==> src/common/debug_event_pkg.sv <==
/*
 * Shared constants and types for the debug-event detector: register
 * offsets, control and status bit positions, reset values, carriers.
 * Assumes a 32-bit core address space and one processor clock.
 */
package debug_event_pkg;

  // ****************************************
  // Register map
  // ****************************************
  localparam int          ADDR_W       = 5;
  localparam logic [4:0]  OFS_CONTROL  = 5'h00;
  localparam logic [4:0]  OFS_STATUS   = 5'h04;
  localparam logic [4:0]  OFS_RETURN   = 5'h08;
  localparam logic [4:0]  OFS_CMP_1    = 5'h10;
  localparam logic [4:0]  OFS_CMP_2    = 5'h14;
  localparam logic [4:0]  OFS_CMP_3    = 5'h18;
  localparam logic [4:0]  OFS_CMP_4    = 5'h1c;

  // ****************************************
  // Control bits of debug_control_0
  // ****************************************
  localparam int CTL_EXT_MODE  = 0;
  localparam int CTL_INT_MODE  = 1;
  localparam int CTL_WAIT_MODE = 2;
  localparam int CTL_EXC_EN    = 3;
  localparam int CTL_TRAP_EN   = 4;
  localparam int CTL_IA_EN     = 5;
  localparam int CTL_RANGE_A   = 9;
  localparam int CTL_RANGE_B   = 10;
  localparam int CTL_EXCL_A    = 11;
  localparam int CTL_EXCL_B    = 12;
  localparam int CTL_TOGGLE_A  = 13;
  localparam int CTL_TOGGLE_B  = 14;
  localparam logic [31:0] CONTROL_MASK  = 32'h0000_7fff;
  localparam logic [31:0] CONTROL_RESET = 32'h0000_0000;

  // ****************************************
  // Status bits of debug_event_status
  // ****************************************
  localparam int ST_EXC   = 0;
  localparam int ST_TRAP  = 1;
  localparam int ST_UNC   = 2;
  localparam int ST_IMP   = 3;
  localparam int ST_IA    = 4;
  localparam logic [31:0] STATUS_MASK  = 32'h0000_00ff;
  localparam logic [31:0] STATUS_RESET = 32'h0000_0000;
  localparam logic [31:0] RETURN_RESET = 32'h0000_0000;
  localparam logic [31:0] CMP_RESET    = 32'h0000_0000;

  // ****************************************
  // Carriers
  // ****************************************
  typedef struct packed {
    logic        valid;
    logic        trap_hit;
    logic        exc_taken;
    logic        exc_critical;
    logic [31:0] addr;
    logic [31:0] next_addr;
    logic [31:0] exc_vector;
  } core_step_t;

  typedef struct packed {
    logic        wr;
    logic        rd;
    logic [4:0]  addr;
    logic [31:0] wdata;
  } reg_req_t;

endpackage

==> src/debug_event_detector.sv <==
/*
 * Debug-event detector: exception-taken, trap, unconditional and
 * instruction address-compare events, status, return address, halt.
 * Assumes the core presents one resolved step per cycle on clk_in and
 * that register strobes come from logic on the same clock.
 */
`timescale 1ns/1ps
module debug_event_detector
  import debug_event_pkg::*;
(
  input  wire logic        clk_in,
  input  wire logic        rst_n_in,
  input  wire core_step_t  step_in,
  input  wire logic        debug_int_enable_in,
  input  wire logic        debug_int_ack_in,
  input  wire logic        ext_unconditional_in,
  input  wire logic        jtag_unconditional_in,
  input  wire logic        jtag_resume_in,
  input  wire reg_req_t    req_in,
  output logic [31:0]      rdata_out,
  output logic             debug_event_out,
  output logic             debug_int_out,
  output logic             stop_out,
  output logic             trap_suppress_out
);

  // ****************************************
  // State
  // ****************************************
  logic [31:0] debug_control_0;
  logic [31:0] debug_event_status;
  logic [31:0] debug_return_address;
  logic [31:0] cmp_addr [4];
  logic        pending;

  logic [2:0] sync1;
  logic [2:0] sync2;
  logic [2:0] sync3;
  logic [2:0] pin_level;
  logic [2:0] pin_level_d;
  logic [2:0] pin_rise;

  logic [1:0] hit_a;
  logic [1:0] hit_b;
  logic       range_ev_a;
  logic       range_ev_b;
  logic [3:0] iac_hit;
  logic [3:0] iac_status;
  logic       iac_ev;
  logic       exc_ev;
  logic       trap_ev;
  logic       ude_ev;
  logic       any_ev;
  logic       quiet;
  logic       ctrl_wr;
  logic       status_wr;
  logic [31:0] next_status;
  logic [31:0] next_control;

  logic ext_mode;
  logic int_mode;
  logic wait_mode;
  logic de;

  assign ext_mode  = debug_control_0[CTL_EXT_MODE];
  assign int_mode  = debug_control_0[CTL_INT_MODE];
  assign wait_mode = debug_control_0[CTL_WAIT_MODE];
  assign de        = debug_int_enable_in;
  assign ctrl_wr   = req_in.wr && (req_in.addr == OFS_CONTROL);
  assign status_wr = req_in.wr && (req_in.addr == OFS_STATUS);

  // ****************************************
  // Pin synchronisers
  // ****************************************
  always_ff @(posedge clk_in) begin
    if (!rst_n_in) begin
      sync1       <= 3'h0;
      sync2       <= 3'h0;
      sync3       <= 3'h0;
      pin_level   <= 3'h0;
      pin_level_d <= 3'h0;
    end else begin
      sync1       <= {jtag_resume_in, jtag_unconditional_in,
                      ext_unconditional_in};
      sync2       <= sync1;
      sync3       <= sync2;
      pin_level   <= (sync2 & sync3) | (pin_level & (sync2 ^ sync3));
      pin_level_d <= pin_level;
    end
  end

  assign pin_rise = pin_level & ~pin_level_d;

  // ****************************************
  // Event detection
  // ****************************************
  iaddr_pair_match pair_a (
    .addr_in       (step_in.addr),
    .low_in        (cmp_addr[0]),
    .high_in       (cmp_addr[1]),
    .enable_in     (debug_control_0[CTL_IA_EN+1:CTL_IA_EN]),
    .range_in      (debug_control_0[CTL_RANGE_A]),
    .exclusive_in  (debug_control_0[CTL_EXCL_A]),
    .hit_out       (hit_a),
    .range_hit_out (range_ev_a)
  );

  iaddr_pair_match pair_b (
    .addr_in       (step_in.addr),
    .low_in        (cmp_addr[2]),
    .high_in       (cmp_addr[3]),
    .enable_in     (debug_control_0[CTL_IA_EN+3:CTL_IA_EN+2]),
    .range_in      (debug_control_0[CTL_RANGE_B]),
    .exclusive_in  (debug_control_0[CTL_EXCL_B]),
    .hit_out       (hit_b),
    .range_hit_out (range_ev_b)
  );

  // Only resolved steps are checked
  assign iac_hit = step_in.valid ? {hit_b, hit_a} : 4'h0;
  assign iac_ev  = |iac_hit;

  // Quiet: internal mode, debug interrupts disabled, external mode off
  assign quiet = int_mode && !de && !ext_mode;

  // Toggled pairs skip status while quiet
  always_comb begin
    iac_status = iac_hit;
    if (quiet && debug_control_0[CTL_TOGGLE_A] &&
        debug_control_0[CTL_RANGE_A]) begin
      iac_status[1:0] = 2'h0;
    end
    if (quiet && debug_control_0[CTL_TOGGLE_B] &&
        debug_control_0[CTL_RANGE_B]) begin
      iac_status[3:2] = 2'h0;
    end
  end

  assign exc_ev = step_in.exc_taken && debug_control_0[CTL_EXC_EN] &&
                  (!step_in.exc_critical || ext_mode);
  assign trap_ev = step_in.valid && step_in.trap_hit &&
                   debug_control_0[CTL_TRAP_EN];
  assign ude_ev  = pin_rise[0] || pin_rise[1];
  assign any_ev  = exc_ev || trap_ev || ude_ev || iac_ev;

  // ****************************************
  // Status register
  // ****************************************
  always_comb begin
    next_status = debug_event_status;
    if (status_wr) begin
      next_status = next_status & ~req_in.wdata;
    end
    // Set wins over a clear in the same cycle
    next_status[ST_EXC]  = next_status[ST_EXC] | exc_ev;
    next_status[ST_TRAP] = next_status[ST_TRAP] | trap_ev;
    next_status[ST_UNC]  = next_status[ST_UNC] | ude_ev;
    next_status[ST_IMP]  = next_status[ST_IMP] |
                           (trap_ev && int_mode && !de);
    next_status[ST_IA+3:ST_IA] = next_status[ST_IA+3:ST_IA] |
                                 iac_status;
  end

  always_ff @(posedge clk_in) begin
    if (!rst_n_in) begin
      debug_event_status <= STATUS_RESET;
    end else begin
      debug_event_status <= next_status & STATUS_MASK;
    end
  end

  // ****************************************
  // Control register with range toggling
  // ****************************************
  always_comb begin
    next_control = debug_control_0;
    if (ctrl_wr) begin
      next_control = req_in.wdata & CONTROL_MASK;
    end
    if (step_in.valid && range_ev_a && debug_control_0[CTL_TOGGLE_A]) begin
      next_control[CTL_EXCL_A] = ~debug_control_0[CTL_EXCL_A];
    end
    if (step_in.valid && range_ev_b && debug_control_0[CTL_TOGGLE_B]) begin
      next_control[CTL_EXCL_B] = ~debug_control_0[CTL_EXCL_B];
    end
  end

  always_ff @(posedge clk_in) begin
    if (!rst_n_in) begin
      debug_control_0 <= CONTROL_RESET;
    end else begin
      debug_control_0 <= next_control;
    end
  end

  // ****************************************
  // Compare registers
  // ****************************************
  always_ff @(posedge clk_in) begin
    if (!rst_n_in) begin
      for (int i = 0; i < 4; i++) begin
        cmp_addr[i] <= CMP_RESET;
      end
    end else if (req_in.wr) begin
      unique case (req_in.addr)
        OFS_CMP_1: cmp_addr[0] <= req_in.wdata;
        OFS_CMP_2: cmp_addr[1] <= req_in.wdata;
        OFS_CMP_3: cmp_addr[2] <= req_in.wdata;
        OFS_CMP_4: cmp_addr[3] <= req_in.wdata;
        default: ;
      endcase
    end
  end

  // ****************************************
  // Return address
  // ****************************************
  always_ff @(posedge clk_in) begin
    if (!rst_n_in) begin
      debug_return_address <= RETURN_RESET;
    end else if (de) begin
      if (ude_ev) begin
        debug_return_address <= step_in.next_addr;
      end else if (exc_ev) begin
        debug_return_address <= step_in.exc_vector;
      end else if (trap_ev || iac_ev) begin
        debug_return_address <= step_in.addr;
      end
    end
  end

  // ****************************************
  // Event outputs, halt and pending interrupt
  // ****************************************
  always_ff @(posedge clk_in) begin
    if (!rst_n_in) begin
      debug_event_out   <= 1'b0;
      trap_suppress_out <= 1'b0;
    end else begin
      debug_event_out   <= any_ev;
      trap_suppress_out <= trap_ev &&
                           ((int_mode && de) || ext_mode || wait_mode);
    end
  end

  always_ff @(posedge clk_in) begin
    if (!rst_n_in) begin
      stop_out <= 1'b0;
    end else if (any_ev && (ext_mode || wait_mode)) begin
      stop_out <= 1'b1;
    end else if (pin_rise[2]) begin
      stop_out <= 1'b0;
    end
  end

  always_ff @(posedge clk_in) begin
    if (!rst_n_in) begin
      pending <= 1'b0;
    end else if (any_ev && int_mode) begin
      pending <= 1'b1;
    end else if (debug_int_ack_in) begin
      pending <= 1'b0;
    end
  end

  always_ff @(posedge clk_in) begin
    if (!rst_n_in) begin
      debug_int_out <= 1'b0;
    end else begin
      debug_int_out <= (pending || (any_ev && int_mode)) && de &&
                       !debug_int_ack_in;
    end
  end

  // ****************************************
  // Register read port
  // ****************************************
  always_ff @(posedge clk_in) begin
    if (!rst_n_in) begin
      rdata_out <= 32'h0000_0000;
    end else if (req_in.rd) begin
      unique case (req_in.addr)
        OFS_CONTROL: rdata_out <= debug_control_0;
        OFS_STATUS:  rdata_out <= debug_event_status;
        OFS_RETURN:  rdata_out <= debug_return_address;
        OFS_CMP_1:   rdata_out <= cmp_addr[0];
        OFS_CMP_2:   rdata_out <= cmp_addr[1];
        OFS_CMP_3:   rdata_out <= cmp_addr[2];
        OFS_CMP_4:   rdata_out <= cmp_addr[3];
        default:     rdata_out <= 32'h0000_0000;
      endcase
    end else begin
      rdata_out <= 32'h0000_0000;
    end
  end

  // ****************************************
  // Assertions
  // ****************************************
  exc_status_a: assert property (@(posedge clk_in) disable iff (!rst_n_in)
    step_in.exc_taken && !step_in.exc_critical &&
    debug_control_0[CTL_EXC_EN] |=> debug_event_status[ST_EXC])
    else $error("exception event did not set status");

  critical_gate_a: assert property (@(posedge clk_in) disable iff (!rst_n_in)
    step_in.exc_taken && step_in.exc_critical && !ext_mode |-> !exc_ev)
    else $error("critical exception event without external mode");

  vector_return_a: assert property (@(posedge clk_in) disable iff (!rst_n_in)
    exc_ev && !ude_ev && de |=>
    debug_return_address == $past(step_in.exc_vector))
    else $error("return address is not the vector");

  trap_suppress_a: assert property (@(posedge clk_in) disable iff (!rst_n_in)
    trap_ev && ext_mode |=> trap_suppress_out && debug_event_out)
    else $error("trap exception not suppressed");

  imprecise_flag_a: assert property (@(posedge clk_in) disable iff (!rst_n_in)
    trap_ev && int_mode && !de && !ext_mode && !wait_mode |=>
    debug_event_status[ST_IMP] && !trap_suppress_out)
    else $error("imprecise flag not set");

  unconditional_a: assert property (@(posedge clk_in) disable iff (!rst_n_in)
    $rose(pin_level[0]) |=> debug_event_status[ST_UNC])
    else $error("unconditional event lost");

  status_sticky_a: assert property (@(posedge clk_in) disable iff (!rst_n_in)
    !status_wr |=>
    (debug_event_status & $past(debug_event_status)) ==
    $past(debug_event_status))
    else $error("status bit cleared by hardware");

  range_incl_a: assert property (@(posedge clk_in) disable iff (!rst_n_in)
    step_in.valid && debug_control_0[CTL_RANGE_A] &&
    !debug_control_0[CTL_EXCL_A] && debug_control_0[CTL_IA_EN] &&
    !debug_control_0[CTL_TOGGLE_A] &&
    step_in.addr >= cmp_addr[0] && step_in.addr < cmp_addr[1] |=>
    debug_event_status[ST_IA])
    else $error("inclusive range match missed");

  toggle_flip_a: assert property (@(posedge clk_in) disable iff (!rst_n_in)
    step_in.valid && range_ev_a && debug_control_0[CTL_TOGGLE_A] &&
    !ctrl_wr |=> debug_control_0[CTL_EXCL_A] != $past(debug_control_0[CTL_EXCL_A]))
    else $error("exclusive bit did not toggle");

  halt_hold_a: assert property (@(posedge clk_in) disable iff (!rst_n_in)
    any_ev && ext_mode |=> stop_out [*2])
    else $error("external mode did not halt");

endmodule

==> src/iaddr_pair_match.sv <==
/*
 * Address compare for one pair of compare registers: exact match on
 * each register, or an inclusive or exclusive range over the pair.
 * Assumes purely combinational use inside the detector.
 */
`timescale 1ns/1ps
module iaddr_pair_match (
  input  wire logic [31:0] addr_in,
  input  wire logic [31:0] low_in,
  input  wire logic [31:0] high_in,
  input  wire logic [1:0]  enable_in,
  input  wire logic        range_in,
  input  wire logic        exclusive_in,
  output logic      [1:0]  hit_out,
  output logic             range_hit_out
);

  logic in_window;
  logic range_match;
  logic [1:0] exact;

  // Unsigned window from low up to high minus one
  assign in_window   = (addr_in >= low_in) && (addr_in < high_in);
  assign range_match = exclusive_in ? !in_window : in_window;
  assign exact = {addr_in == high_in, addr_in == low_in} & enable_in;

  always_comb begin
    if (range_in) begin
      hit_out = range_match ? enable_in : 2'h0;
    end else begin
      hit_out = exact;
    end
  end

  assign range_hit_out = range_in && range_match && (|enable_in);

endmodule
==> config.mk <==
export PLATFORM = sky130hd
export DESIGN_NAME = debug_event_detector
export DESIGN_NICKNAME = d
export VERILOG_FILES = /design/src/common/debug_event_pkg.sv /design/src/debug_event_detector.sv /design/src/iaddr_pair_match.sv
export SDC_FILE = /design/constraint.sdc
export NUM_CORES = 1
export LEC_CHECK = 0
export BUFFER_PORTS_ARGS = -buffer_cell sky130_fd_sc_hd__buf_2
export CAP_MARGIN = 30
export CELL_PAD_IN_SITES_DETAIL_PLACEMENT = 1
export CELL_PAD_IN_SITES_GLOBAL_PLACEMENT = 2
export CORE_MARGIN = 5
export CORE_UTILIZATION = 25
export CTS_CLUSTER_DIAMETER = 30
export CTS_CLUSTER_SIZE = 30
export DETAILED_ROUTE_END_ITERATION = 12
export PLACE_DENSITY = 0.68
export SKIP_CTS_REPAIR_TIMING = 1
export SLEW_MARGIN = 15
export SYNTH_ARGS = -nofsm -noshare
export SYNTH_HDL_FRONTEND = slang
export SYNTH_HIERARCHICAL = 1
export SYNTH_SLANG_ARGS = --single-unit
==> constraint.sdc <==
create_clock -name clk_in -period 10.9 [get_ports clk_in]
set_clock_uncertainty 0.1 [all_clocks]
set_input_delay 0.545 -clock clk_in [delete_from_list [all_inputs] [get_ports clk_in]]
set_output_delay 0.545 -clock clk_in [all_outputs]
set_load 0.01 [all_outputs]
==> reports/metrics.cfg <==
[floorplanning]
die_h_um=240
io_pins=182
initial_utilization=0.252
design.die.area_um2=57400
die_w_um=240
design.core.area_um2=52300
num_rows=84

[global_routing]
grt_use_met2=0.298
antenna_found_initial=3
met1_usage=0.231
grt_util_met3=0.0436
grt_max_degree=57
grt_pass1_wl_um=77400
grt_overflow=0
top_usage_layer=met2
grt_pass1_vias=12400
grtUsageTotal=0.180

[synth]
synth_edf_count=128
synth_top_area_cell=edfxtp_1
netlist_area_um2=13200
yosysSeqAreaShare=0.455
yosysWarnings=6
synth_cell_type_count=57
ys.flop_type=edfxtp_1
synthesis.nets=1604
synthTopCellsByArea=edfxtp_1 29%, dfxtp_1 16%, ha_1 12%, and2_1 6.7%, inv_1 3.9%
avgSynthCellArea_um2=9.92
synth_seq_cells=235
synthCells=1327
synth_top_cell_area_share=0.292
async_flop_share=0

[power_and_ir_drop]
switching_share=0.238
leakagePower_uw=0.00722
max-vdd-ir-drop_v=0.0000838
seq_power_share=0.307
pwr-share-comb=0.075
power_frac_clock=0.617
p_int_uw=2440
power.density_nw_per_um2=187
switchingPower_uw=765

[worst_setup_path]
crit_required_ns=11.26
crit_path_frequent_cell=nand4_1
slowest_delay_ns=0.68
cp_slowest_cell=o41ai_1
path_delay_family=compound AO/OA/AOI/OAI gates
crit_buf_inv=2
crit_chain=inv_1, ha_1, nand4_1, nor3_1, a21boi_0, or4b_1, a221oi_2, xnor2_1, o21ai_1, o41ai_1, nand4_1, o21a_1, buf_4, o32ai_1
end_kind=flip-flop
startpoint_type=flip-flop
crit_type=flip-flop to flip-flop
cp_data_arrival_time_ns=5.30
worst-path-max-fanout=22

[final_layout]
fin_util=0.328
insertedDiodeCount=0
nets=1809
drive_gt1_frac=0.212
fillers=5957
regArea_um2=5990
syn2layout_area_growth_pct=30.3
fin_cells=2276
multi_input_area_um2=6370

[sta]
fin_tns_setup_ns=0
rsz0062_at_grt=no
slew_headroom=0.365
min_period_ns=4.94
holdWs_ns=0.0309
report.final.hold_viol_count=0
worstMarginPinSlew_ns=0.952
setup_viol=0
post-route-period-util=0.453
setup_ws_ns=5.96
slew_viol_final=0
max_freq_mhz=202

[routing]
wl_per_cell_um=23.1
antenna_left=0
routed_via_density=4.98
drt_first_pass_iters=7
initialDrtViolationCount=817
drc=0
wl_um=52600
vias=11300

[cts]
htreeDepth=3
clock_latency_ns=0.59
cts_buffers=69
cts.sinks=235
clkSlewWorstSetupHoldPaths_ns=0.04
clk_path_buf_depth=3
clock-root-buffer=clkbuf_16
cts_tree=done

[placement]
place_hpwl_um=37100
globalplace.congestion=0.840
place_inst=2147
port_buffers=181
dp_slack_ns=5.61

[status]
status=finished clean

[worst_hold_path]
holdCritPathClass=primary input to flip-flop

[job]
maxCapViolations=0

## flip-flops by register name, summed over array words and instances, names as in the netlist
register              count
trap_suppress_out         1
debug_return_address     32
cmp_addr                128
pin_level                 3
sync3                     3
stop_out                  1
pin_level_d               3
rdata_out                32
pending                   1
debug_control_0          15
debug_event_out           1
debug_event_status        8
sync1                     3
sync2                     3
debug_int_out             1
## cell usage after synthesis, types with 3 or more instances
cell and number:
nand4_1 22, nor2_1 52, inv_1 138, o21ai_0 17, a211oi_1 36, o21a_1 35, a21o_1 16, buf_4 4
nor3_1 8, o21bai_1 3, o21ai_1 9, clkbuf_1 29, nand3_1 21, o32ai_1 32, a221oi_1 8, a21oi_1 81
a31oi_1 19, a22oi_1 54, ha_1 131, edfxtp_1 128, and2_1 140, nor2b_1 3, nor3b_1 3, buf_2 34
a21boi_0 4, a221o_1 4, dfxtp_1 107, nand2_1 107, and4_1 5, nand2b_1 6, and3_1 6, a222oi_1 25
## metal layers
metal | up-vias | wire [µm]
met4 | 6 | 1170
li1 | 5294 | -
met5 | - | 32
met2 | 331 | 24800
met1 | 5619 | 23400
met3 | 84 | 3260
## placed cells by master, fill, tap and decap left out, types with 17 or more instances in the layout
cell type  Yosys  layout
buf_2         34     181
and2_1       140     139
inv_1        138     138
ha_1         131     131
edfxtp_1     128     128
nand2_1      107     107
dfxtp_1      107     107
a21oi_1       81      81
clkbuf_16      0      72
a22oi_1       54      54
nor2_1        52      51
a211oi_1      36      36
o21a_1        35      35
o32ai_1       32      32
a222oi_1      25      25
nand4_1       22      22
nand3_1       21      21
a31oi_1       19      19
buf_4          4      19
o21ai_0       17      17
## layout make-up
| type | instances | area share |
|---|---|---|
| repair buffers | 203 | 0.0643 |
| multi-input cells | 885 | 0.371 |
| clock buffers | 88 | 0.111 |
| inverters | 138 | 0.0302 |
| clock inverters | 39 | 0.0240 |
| flip-flops and latches | 235 | 0.349 |
| well taps | 688 | 0.0502 |
## power groups by stage
stage | clock (µW) | sequential [µW] | combinational (µW)
after floorplan | 0 | 994 | 128
after CTS | 2020 | 986 | 241
final | 1980 | 986 | 242
after detailed placement | 0 | 1000 | 239
after global placement | 0 | 999 | 233
after global routing | 2070 | 989 | 268
## stage by stage
| stage | total power [µW] | cell area, µm² |
|---|---|---|
| CTS | 3240 | 17100 |
| finish | 3210 | 17200 |
| detailed placement | 1240 | 14800 |
| global route | 3330 | 17200 |
| global placement | 1230 | 14800 |
| floorplan | 1120 | 13200 |
## final timing paths
| path | from | to | slack [ns] | cells past startpoint |
|---|---|---|---|---|
| worst max-delay path | cmp_addr[1][14] | debug_return_address[11] | 5.96 | 14 |
| worst min-delay path | debug_int_ack_in | debug_int_out | 0.03 | 2 |
| worst max register to register | cmp_addr[1][14] | debug_return_address[11] | 5.96 | 14 |
| worst min register to register | sync1[0] | sync2[0] | 0.33 | 1 |
## cell families (layout without fill, tap and decap cells)
group                      count (synthesis)  after routing  share of synthesized area
xor gates and xnor gates                   2              2                    0.00133
AOI/OAI and AO/OA                        353            353                      0.190
adders and majority gates                131            131                      0.124
and+or+nand+nor                          399            399                      0.166
DFF                                      235            235                      0.455
buffers and inverters                    207            468                     0.0634
Power figures use the tool's default switching activity.
